**src/inc/cdp_regs.vh**
```
// Register map, field positions, encodings and timing constants of the channel block.
`ifndef CDP_REGS_VH
`define CDP_REGS_VH

// Byte addresses on the register bus.
`define CDP_ADDR_W 6
`define CDP_A_SVC_REQ 6'h00
`define CDP_A_RX_STATUS 6'h04
`define CDP_A_FRAME_OPT 6'h08
`define CDP_A_SRQ_EN 6'h0c
`define CDP_A_EVT_STATUS 6'h10
`define CDP_A_EVT_MASK 6'h14
`define CDP_A_RX_PERIOD 6'h18
`define CDP_A_RX_THRESH 6'h1c
`define CDP_A_VECTOR 6'h20

// Reset values.
`define CDP_RST_BYTE 8'h00
`define CDP_RST_THRESH 4'h8
`define CDP_FIFO_EMPTY 4'h0
`define CDP_ZERO8 8'h00
`define CDP_ZERO32 32'h00000000

// Service request enable fields; the unused positions are not stored.
`define CDP_SRQ_EN_MASK 8'h17
`define CDP_SRQ_RX 4
`define CDP_SRQ_TX_FIFO_EMPTY_REQUEST_ENABLE 2
`define CDP_SRQ_TX_SHIFT_EMPTY_REQUEST_ENABLE 1
`define CDP_SRQ_NO_NEW_DATA_TIMEOUT_ENABLE 0

// Frame option fields.
`define CDP_OPT_ODD 7
`define CDP_OPT_PMODE 6:5
`define CDP_OPT_IGNORE 4
`define CDP_OPT_STOP 3:2
`define CDP_OPT_LEN 1:0

// Parity mode encodings.
`define CDP_PM_NONE 2'b00
`define CDP_PM_FORCE 2'b01
`define CDP_PM_NORMAL 2'b10

// Character length encodings and resulting bit counts.
`define CDP_LEN_5 2'b00
`define CDP_LEN_6 2'b01
`define CDP_LEN_7 2'b10
`define CDP_BITS_5 4'h5
`define CDP_BITS_6 4'h6
`define CDP_BITS_7 4'h7
`define CDP_BITS_8 4'h8

// Service request register and receive status bits.
`define CDP_SVR_RX 0
`define CDP_SVR_TX 1
`define CDP_SVR_RXEXC 2
`define CDP_RECEIVE_DATA_STATUS_REG_NO_NEW_DATA_TIMEOUT_ENABLE 7
`define CDP_RECEIVE_DATA_STATUS_REG_PERR 0

// Sticky event status bits.
`define CDP_EV_RXTO 0
`define CDP_EV_NO_NEW_DATA_TIMEOUT_ENABLE 1
`define CDP_EV_PERR 2
`define CDP_EV_TXEMPTY 3
`define CDP_EV_MASK 8'h0f

// Vector type codes.
`define CDP_VT_NONE 3'h0
`define CDP_VT_TX 3'h2
`define CDP_VT_RX 3'h3
`define CDP_VT_RXEXC 3'h7

// Timeout unit: period register counts in microseconds.
`define CDP_CLK_NS 10
`define CDP_UNIT_NS 1000
`define CDP_UNIT_CYC (`CDP_UNIT_NS / `CDP_CLK_NS)
`define CDP_PRE_W 7
// Last prescaler count of a unit, one unit being a hundred clock cycles.
`define CDP_UNIT_LAST 7'h63

`endif

```
**src/rtl/cdp_parity.v**
```verilog
// Parity of a character of five to eight bits, odd or even.
`timescale 1ns/100ps
`default_nettype none
`include "cdp_regs.vh"

module cdp_parity (
  // Character
  input wire [7:0] data,
  input wire [1:0] len_sel,
  // Sense
  input wire odd,
  // Result
  output reg parity
);

  reg [7:0] masked;

  always @* begin
    case (len_sel)
      `CDP_LEN_5: masked = {3'h0, data[4:0]};
      `CDP_LEN_6: masked = {2'h0, data[5:0]};
      `CDP_LEN_7: masked = {1'h0, data[6:0]};
      default: masked = data;
    endcase
    // Odd parity makes the total number of ones odd.
    parity = (^masked) ^ odd;
  end

endmodule // cdp_parity

`default_nettype wire

```
**src/rtl/cdp_channel.v**
```verilog
// Channel service request enables, framing options and request posting.
//
// Added by the designer: register access over Avalon-MM.
`timescale 1ns/100ps
`default_nettype none
`include "cdp_regs.vh"

// How it works
// With the receive enable set, a receive request is posted while characters are held and the fifo has reached its threshold or the receive timeout has run out.
// With the fifo-empty enable set, a transmit request is posted while the transmit fifo is empty, two characters still being in flight.
// With the shift-empty enable set, a transmit request is posted while the transmit shift register is empty.
// Software ending a transfer sets the shift-empty enable and clears the fifo-empty enable to learn when the last character has left.
// With the no-new-data enable set, a receive exception is posted when the fifo has drained and no character arrives within the timeout period.
// A no-new-data exception shows the receive exception code in the vector type bits and carries no data.
// Bit 7 of the receive data status register marks a pending exception as a no-new-data timeout.
// The parity type bit picks odd parity when one and even parity when zero for generation and checking.
// The parity mode field gives no parity, forced parity, normal parity or unused for both directions.
// With ignore parity set, incoming parity is disregarded and no exception is raised for bad parity.
// The stop length field sets the stop length in bit times, zero giving one stop bit.
// The character length field gives five to eight bits for both directions.
// Each enable governs one request type, and posted requests show in the service request register and the active-low request pin.
// Software writes zero to the unused bits of the service request enable register.
module cdp_channel (
  // Clock and reset
  input wire clk,
  input wire rst,
  // Avalon-MM slave
  input wire [`CDP_ADDR_W-1:0] address,
  input wire read,
  input wire write,
  input wire [31:0] writedata,
  output reg [31:0] readdata,
  output reg waitrequest,
  // Receive datapath status
  input wire [3:0] rx_fifo_count,
  input wire rx_char_valid,
  input wire [7:0] rx_char_data,
  input wire rx_char_parity,
  // Transmit datapath status
  input wire tx_fifo_empty,
  input wire tx_shift_empty,
  input wire [7:0] tx_char_data,
  // Framing settings to the datapath
  output reg [3:0] char_bits_q,
  output reg [1:0] stop_sel_q,
  output reg parity_on_q,
  output reg parity_forced_q,
  output reg tx_parity_bit_q,
  // Requests
  output reg [2:0] vector_type_bits_q,
  output reg service_request_pin_n,
  output reg irq_q
);

  // Registers.
  reg [7:0] opt_q;
  reg [7:0] srq_en_q;
  reg [7:0] period_q;
  reg [3:0] thresh_q;
  reg [7:0] ev_q;
  reg [7:0] ev_d;
  reg [7:0] mask_q;
  reg no_new_data_timeout_enable_pend_q;
  reg no_new_data_timeout_enable_pend_d;
  reg perr_pend_q;
  reg perr_pend_d;
  reg rxto_q;
  reg rxto_d;
  reg no_new_data_timeout_enable_armed_q;
  reg [`CDP_PRE_W-1:0] pre_q;
  reg [7:0] tmo_q;
  reg [3:0] cnt_prev_q;
  reg txe_prev_q;
  reg [2:0] svr;
  reg [2:0] vt;

  // Bus handshake terms.
  wire wr_done = write & ~waitrequest;
  wire rd_done = read & ~waitrequest;
  wire rd_status = rd_done & (address == `CDP_A_RX_STATUS);

  // Character length decode.
  function [3:0] len_bits;
    input [1:0] sel;
    begin
      case (sel)
        `CDP_LEN_5: len_bits = `CDP_BITS_5;
        `CDP_LEN_6: len_bits = `CDP_BITS_6;
        `CDP_LEN_7: len_bits = `CDP_BITS_7;
        default: len_bits = `CDP_BITS_8;
      endcase
    end
  endfunction

  // Parity of each direction from its own instance of the parity generator.
  wire rx_par;
  wire tx_par;
  cdp_parity u_rx_par (
    .data(rx_char_data),
    .len_sel(opt_q[`CDP_OPT_LEN]),
    .odd(opt_q[`CDP_OPT_ODD]),
    .parity(rx_par)
  );
  cdp_parity u_tx_par (
    .data(tx_char_data),
    .len_sel(opt_q[`CDP_OPT_LEN]),
    .odd(opt_q[`CDP_OPT_ODD]),
    .parity(tx_par)
  );

  wire [1:0] pmode = opt_q[`CDP_OPT_PMODE];
  wire mode_force = (pmode == `CDP_PM_FORCE);
  wire mode_normal = (pmode == `CDP_PM_NORMAL);
  // Forced parity is one for odd and zero for even.
  wire tx_bit = mode_force ? opt_q[`CDP_OPT_ODD] : tx_par;
  wire rx_bad = (mode_force & (rx_char_parity != opt_q[`CDP_OPT_ODD])) |
                (mode_normal & (rx_char_parity != rx_par));
  // Ignore mode swallows the error before it can become an exception.
  wire perr_evt = rx_char_valid & rx_bad & ~opt_q[`CDP_OPT_IGNORE];

  // Timeout timer shared by the threshold timeout and the no-new-data timeout.
  wire fifo_held = (rx_fifo_count != `CDP_FIFO_EMPTY);
  wire drained = ~fifo_held & (cnt_prev_q != `CDP_FIFO_EMPTY);
  wire timing = (fifo_held | no_new_data_timeout_enable_armed_q) & (period_q != `CDP_ZERO8);
  wire unit_tick = (pre_q == `CDP_UNIT_LAST);
  wire expire = timing & unit_tick & (tmo_q == period_q - 8'h01);
  wire rxto_evt = expire & fifo_held;
  wire no_new_data_timeout_enable_evt = expire & ~fifo_held & no_new_data_timeout_enable_armed_q;
  wire txe_evt = tx_fifo_empty & ~txe_prev_q;

  // Prescaler and period counter of the shared timer.
  always @(posedge clk) begin
    if (rst) begin
      pre_q <= {`CDP_PRE_W{1'b0}};
      tmo_q <= `CDP_ZERO8;
    end else if (rx_char_valid | drained | ~timing) begin
      // A new character or a drain restarts the wait from zero.
      pre_q <= {`CDP_PRE_W{1'b0}};
      tmo_q <= `CDP_ZERO8;
    end else if (unit_tick) begin
      pre_q <= {`CDP_PRE_W{1'b0}};
      tmo_q <= expire ? `CDP_ZERO8 : tmo_q + 8'h01;
    end else begin
      pre_q <= pre_q + {{(`CDP_PRE_W-1){1'b0}}, 1'b1};
    end
  end

  // Previous levels for the edge detectors.
  // The fifo-empty detector idles high, since an idle transmitter has an empty fifo.
  always @(posedge clk) begin
    if (rst) begin
      cnt_prev_q <= `CDP_FIFO_EMPTY;
      txe_prev_q <= 1'b1;
    end else begin
      cnt_prev_q <= rx_fifo_count;
      txe_prev_q <= tx_fifo_empty;
    end
  end

  // Only a drain arms the wait, so an empty fifo after reset never times out.
  always @(posedge clk) begin
    if (rst) begin
      no_new_data_timeout_enable_armed_q <= 1'b0;
    end else if (rx_char_valid | no_new_data_timeout_enable_evt) begin
      no_new_data_timeout_enable_armed_q <= 1'b0;
    end else if (drained) begin
      no_new_data_timeout_enable_armed_q <= 1'b1;
    end
  end

  // Pending flags and sticky events; a set in the clearing cycle wins.
  always @* begin
    rxto_d = rxto_q;
    if (~fifo_held | rx_char_valid) begin
      rxto_d = 1'b0;
    end
    if (rxto_evt) begin
      rxto_d = 1'b1;
    end
    no_new_data_timeout_enable_pend_d = no_new_data_timeout_enable_pend_q;
    if (rd_status | rx_char_valid) begin
      no_new_data_timeout_enable_pend_d = 1'b0;
    end
    if (no_new_data_timeout_enable_evt & srq_en_q[`CDP_SRQ_NO_NEW_DATA_TIMEOUT_ENABLE]) begin
      no_new_data_timeout_enable_pend_d = 1'b1;
    end
    perr_pend_d = perr_pend_q;
    if (rd_status) begin
      perr_pend_d = 1'b0;
    end
    if (perr_evt) begin
      perr_pend_d = 1'b1;
    end
    ev_d = ev_q;
    if (wr_done & (address == `CDP_A_EVT_STATUS)) begin
      ev_d = ev_q & ~writedata[7:0];
    end
    ev_d[`CDP_EV_RXTO] = ev_d[`CDP_EV_RXTO] | rxto_evt;
    ev_d[`CDP_EV_NO_NEW_DATA_TIMEOUT_ENABLE] = ev_d[`CDP_EV_NO_NEW_DATA_TIMEOUT_ENABLE] | no_new_data_timeout_enable_evt;
    ev_d[`CDP_EV_PERR] = ev_d[`CDP_EV_PERR] | perr_evt;
    ev_d[`CDP_EV_TXEMPTY] = ev_d[`CDP_EV_TXEMPTY] | txe_evt;
  end

  // Request posting, one enable to one request type.
  always @* begin
    svr = 3'h0;
    svr[`CDP_SVR_RX] = srq_en_q[`CDP_SRQ_RX] & fifo_held &
                       ((rx_fifo_count >= thresh_q) | rxto_q);
    svr[`CDP_SVR_TX] = (srq_en_q[`CDP_SRQ_TX_FIFO_EMPTY_REQUEST_ENABLE] & tx_fifo_empty) |
                       (srq_en_q[`CDP_SRQ_TX_SHIFT_EMPTY_REQUEST_ENABLE] & tx_shift_empty);
    svr[`CDP_SVR_RXEXC] = no_new_data_timeout_enable_pend_q | perr_pend_q;
    // Exceptions come first, since they carry no data and must not be
    // mistaken for a data request by the service routine.
    if (svr[`CDP_SVR_RXEXC]) begin
      vt = `CDP_VT_RXEXC;
    end else if (svr[`CDP_SVR_RX]) begin
      vt = `CDP_VT_RX;
    end else if (svr[`CDP_SVR_TX]) begin
      vt = `CDP_VT_TX;
    end else begin
      vt = `CDP_VT_NONE;
    end
  end

  // Software-written registers.
  always @(posedge clk) begin
    if (rst) begin
      opt_q <= `CDP_RST_BYTE;
      srq_en_q <= `CDP_RST_BYTE;
      period_q <= `CDP_RST_BYTE;
      thresh_q <= `CDP_RST_THRESH;
      mask_q <= `CDP_RST_BYTE;
    end else if (wr_done) begin
      case (address)
        `CDP_A_FRAME_OPT: opt_q <= writedata[7:0];
        // Unused enable positions are dropped in case software sets them.
        `CDP_A_SRQ_EN: srq_en_q <= writedata[7:0] & `CDP_SRQ_EN_MASK;
        `CDP_A_EVT_MASK: mask_q <= writedata[7:0] & `CDP_EV_MASK;
        `CDP_A_RX_PERIOD: period_q <= writedata[7:0];
        `CDP_A_RX_THRESH: thresh_q <= writedata[3:0];
        default: ;
      endcase
    end
  end

  // Flags and registered outputs.
  // The pin and the vector are registered together so that they never disagree.
  always @(posedge clk) begin
    if (rst) begin
      ev_q <= `CDP_RST_BYTE;
      rxto_q <= 1'b0;
      no_new_data_timeout_enable_pend_q <= 1'b0;
      perr_pend_q <= 1'b0;
      char_bits_q <= `CDP_BITS_5;
      stop_sel_q <= 2'b00;
      parity_on_q <= 1'b0;
      parity_forced_q <= 1'b0;
      tx_parity_bit_q <= 1'b0;
      vector_type_bits_q <= `CDP_VT_NONE;
      service_request_pin_n <= 1'b1;
      irq_q <= 1'b0;
    end else begin
      ev_q <= ev_d & `CDP_EV_MASK;
      rxto_q <= rxto_d;
      no_new_data_timeout_enable_pend_q <= no_new_data_timeout_enable_pend_d;
      perr_pend_q <= perr_pend_d;
      char_bits_q <= len_bits(opt_q[`CDP_OPT_LEN]);
      stop_sel_q <= opt_q[`CDP_OPT_STOP];
      parity_on_q <= mode_force | mode_normal;
      parity_forced_q <= mode_force;
      tx_parity_bit_q <= tx_bit;
      vector_type_bits_q <= vt;
      service_request_pin_n <= ~(|svr);
      irq_q <= |(ev_d & mask_q);
    end
  end

  // Bus slave: each access is answered in its second cycle.
  always @(posedge clk) begin
    if (rst) begin
      waitrequest <= 1'b1;
      readdata <= `CDP_ZERO32;
    end else if ((read | write) & waitrequest) begin
      waitrequest <= 1'b0;
      case (address)
        `CDP_A_SVC_REQ: readdata <= {29'h0, svr};
        `CDP_A_RX_STATUS: readdata <= {24'h0, no_new_data_timeout_enable_pend_q, 6'h0, perr_pend_q};
        `CDP_A_FRAME_OPT: readdata <= {24'h0, opt_q};
        `CDP_A_SRQ_EN: readdata <= {24'h0, srq_en_q};
        `CDP_A_EVT_STATUS: readdata <= {24'h0, ev_q};
        `CDP_A_EVT_MASK: readdata <= {24'h0, mask_q};
        `CDP_A_RX_PERIOD: readdata <= {24'h0, period_q};
        `CDP_A_RX_THRESH: readdata <= {28'h0, thresh_q};
        `CDP_A_VECTOR: readdata <= {29'h0, vt};
        default: readdata <= `CDP_ZERO32;
      endcase
    end else begin
      waitrequest <= 1'b1;
    end
  end

endmodule // cdp_channel

`default_nettype wire

```
**config.mk**
```make
export PLATFORM = sky130hd
export DESIGN_NAME = cdp_channel
export DESIGN_NICKNAME = d
export VERILOG_FILES = /design/src/rtl/cdp_parity.v /design/src/rtl/cdp_channel.v
export VERILOG_INCLUDE_DIRS = /design/src /design/src/inc
export SDC_FILE = /design/constraint.sdc
export NUM_CORES = 1
export LEC_CHECK = 0
export BUFFER_PORTS_ARGS = -buffer_cell sky130_fd_sc_hd__buf_4
export CAP_MARGIN = 20
export CORE_UTILIZATION = 50
export DETAILED_ROUTE_END_ITERATION = 6
export MAX_ROUTING_LAYER = met4
export PLACE_DENSITY = 0.77
export SYNTH_ARGS = -nofsm -noshare
export SYNTH_HDL_FRONTEND = slang
export SYNTH_HIERARCHICAL = 1
export SYNTH_SLANG_ARGS = --single-unit
```
**constraint.sdc**
```tcl
create_clock -name clk -period 3.1 [get_ports clk]
set_input_delay 0 -clock clk [delete_from_list [all_inputs] [get_ports clk]]
set_output_delay 0 -clock clk [all_outputs]
set_load 0.005 [all_outputs]
```
==> results_dict.tcl <==
set metrics [dict create \
    status "finished, final reports clean" \
    routed_wl_mm 9.71 \
    hp-class "primary input to register" \
    pin_count 113 \
    antenna_found_initial 0 \
    arrival_ns 2.79 \
    cts.htree.levels 3 \
    crit_type "register to register" \
    synth_edf_count 0 \
    finalSetupViolations 0 \
    max_cap_viol_count 0 \
    cts_inserted_buffers 9 \
    timing.final.crit_share_pct 81.4 \
    start_util_pct 52.0 \
    hold_violations 0 \
    pwr-share-comb_pct 9.2 \
    ys_ff_latch 79 \
    synth_area_mm2 0.00406 \
    finalMaxSlewViolations 0 \
    synth_common_cells "79 x dfxtp_1, 64 x nor2_1, 45 x a21oi_1, 41 x nand2_1, 32 x nand3_1" \
    clock_latency_ns 0.34 \
    die_w_um 92.1 \
    p_seq_share_pct 52.0 \
    ys.warnings.count 6 \
    synth.distinct_cells 55 \
    cts_tree "yes" \
    hold_ws_ns 0.00185 \
    critPathRequiredTime_ns 3.37 \
    die_area_mm2 0.00849 \
    clkPwrFrac_pct 38.8 \
    fmax_mhz 396 \
    avgRoutedWirePerCell_um 14.5 \
    cts_root_buffer "clkbuf_8" \
    drt-pass1-iter-count 5 \
    port_buffers 64 \
    async_flop_share_pct 0 \
    gp_congestion 0.925 \
    diodes 0 \
    post_cts_buffers 0 \
    area_growth_pct 19.5 \
    synthCells 490 \
    tightest_slew_ns 0.659 \
    rows 32 \
    cts.clk_slew.worst_paths_ns 0.08 \
    crit_path_end_kind "register" \
    finalSetupTns_ns 0 \
    clockBufferDepth 2 \
    drive_above_1_share_pct 16.8 \
    grt_pass1_wl_mm 15.8 \
    synth_top_area_share_pct 38.9 \
    vias 3631 \
    synth_area_leaders "dfxtp_1 39%, nor2_1 5.9%, a21oi_1 5.5%, xnor2_1 5.4%, buf_4 4.4%" \
    rsz0062_at_grt "no" \
    swShare_pct 24.6 \
    drtIter0Drc 256 \
    cts_num_sinks 79 \
    grt_pass1_vias 3350 \
    skew_ns 0.00590 \
    intPower_mw 1.49 \
    ir_drop_v 0.000201 \
    power_density_mw_per_mm2 408 \
    p_sw_uw 488 \
    post-route-min-period_ns 2.52 \
    yosys.area.top_type "dfxtp_1" \
    setup.worst_path.start_class "register" \
    finalNetCount 640 \
    drc 0 \
    crit_fanout 7 \
    synth.avg_cell_area_um2 8.29 \
    grtUsageTotal_pct 24.4 \
    grt_max_degree 62 \
    dieHeight_um 92.1 \
    ant_nets 0 \
    grt_overflow_total 0 \
    hpwl_mm 7.19 \
    core_mm2 0.00781 \
    synth_most_common_cell "dfxtp_1" \
    synthFlopType "dfxtp_1" \
    slew_headroom_pct 55.6 \
    vias_per_cell 5.44 \
    yosysSeqAreaShare_pct 38.9 \
    leakage_nw 1.90 \
]
-- critical path, stage by stage (launching register included) --
cell and delay, ns:
dfxtp_1 0.50, xnor2_1 0.18, xnor2_1 0.14, xnor3_1 0.42
inv_1 0.06, a22oi_1 0.05, a2111oi_0 0.44, buf_4 0.21
a21oi_1 0.05, o221ai_1 0.19, a31oi_1 0.06, o22ai_1 0.15
-- repair_timing --
item | CTS | global route
hold endpoints to repair | 33 | 0
resized for setup | 0 | 0
hold buffers | 13 | 0
-- cell families (layout without fill, tap and decap cells) --
logic type	Yosys count	count (layout)	share of synthesized area, %
flops	79	79	38.9
simple gates	196	196	23.4
mux	14	14	3.45
compound gates	91	91	14.0
xor+xnor	33	33	7.79
other cells	1	24	0.0923
fa+ha+maj	13	13	4.00
buf+inv	63	116	8.28
-- registers in the layout (all words and copies together), names as in the netlist, 3 cells and up --
register and flops:
mask_q 4, cnt_prev_q 4, srq_en_q 4, ev_q 4, char_bits_q 4, opt_q 8, tmo_q 8, period_q 8
readdata 8, vector_type_bits_q 3, thresh_q 4, pre_q 7
-- path summary, 6_finish.rpt --
check             cells after the start       end     startpoint  slack, ns
setup / recovery                     11     irq_q       opt_q[7]       0.58
setup reg to reg                     11     irq_q       opt_q[7]       0.58
hold reg to reg                       1  pre_q[0]       pre_q[0]       0.46
hold / removal                        3  tmo_q[1]  rx_char_valid      0.002
-- layout by cell type, fill, tap and decap left out, types with 9 or more instances in the layout --
| cell | synthesis | final |
|---|---|---|
| buf_4 | 24 | 69 |
| xnor2_1 | 25 | 25 |
| dfxtp_1 | 79 | 79 |
| nand2_1 | 41 | 41 |
| conb_1 | 1 | 24 |
| a21oi_1 | 45 | 45 |
| ha_1 | 13 | 13 |
| inv_1 | 18 | 18 |
| nor2b_1 | 10 | 10 |
| clkbuf_8 | 0 | 9 |
| nor2_1 | 64 | 64 |
| mux2i_1 | 14 | 14 |
| nand3_1 | 32 | 32 |
| dlygate4sd3_1 | 0 | 13 |
-- power groups by stage --
stage	Sequential (mW)	Combinational, mW	Clock, mW
after floorplan	1.05	0.110	0
after global placement	1.05	0.164	0
after detailed placement	1.05	0.166	0
after CTS	1.03	0.180	0.775
after global routing	1.03	0.198	0.825
final	1.03	0.181	0.769
-- metrics by stage --
stage	area, um2	setup WS, ns	total power, mW	utilization (%)	cells
2_1_floorplan	4150	0.874	1.16	-	513
3_3_place_gp	4530	0.645	1.22	58.0	639
3_5_place_dp	4530	0.588	1.22	58.0	639
4_1_cts	4850	0.560	1.98	62.2	668
5_1_grt	4850	0.276	2.05	62.2	668
6_report	4850	0.576	1.98	62.2	668
-- per-layer routing --
metal	vias up	track usage (%)	part of all wire, %
li1	1784	-	-
met1	1698	31.4	44
met2	137	39.6	47
met3	12	3.23	6.8
met4	0	7.94	1.5
met5	-	-	0
-- cell type report --
| class | count | area (um2) |
|---|---|---|
| Timing Repair Buffer | 82 | 648 |
| Multi-Input combinational cell | 371 | 2230 |
| Tap cell | 102 | 128 |
| Clock buffer | 10 | 128 |
| Inverter | 18 | 67.6 |
| Clock inverter | 6 | 70.1 |
| Fill cell | 697 | 2950 |
| Sequential cell | 79 | 1580 |
Power figures use the tool's default switching activity.
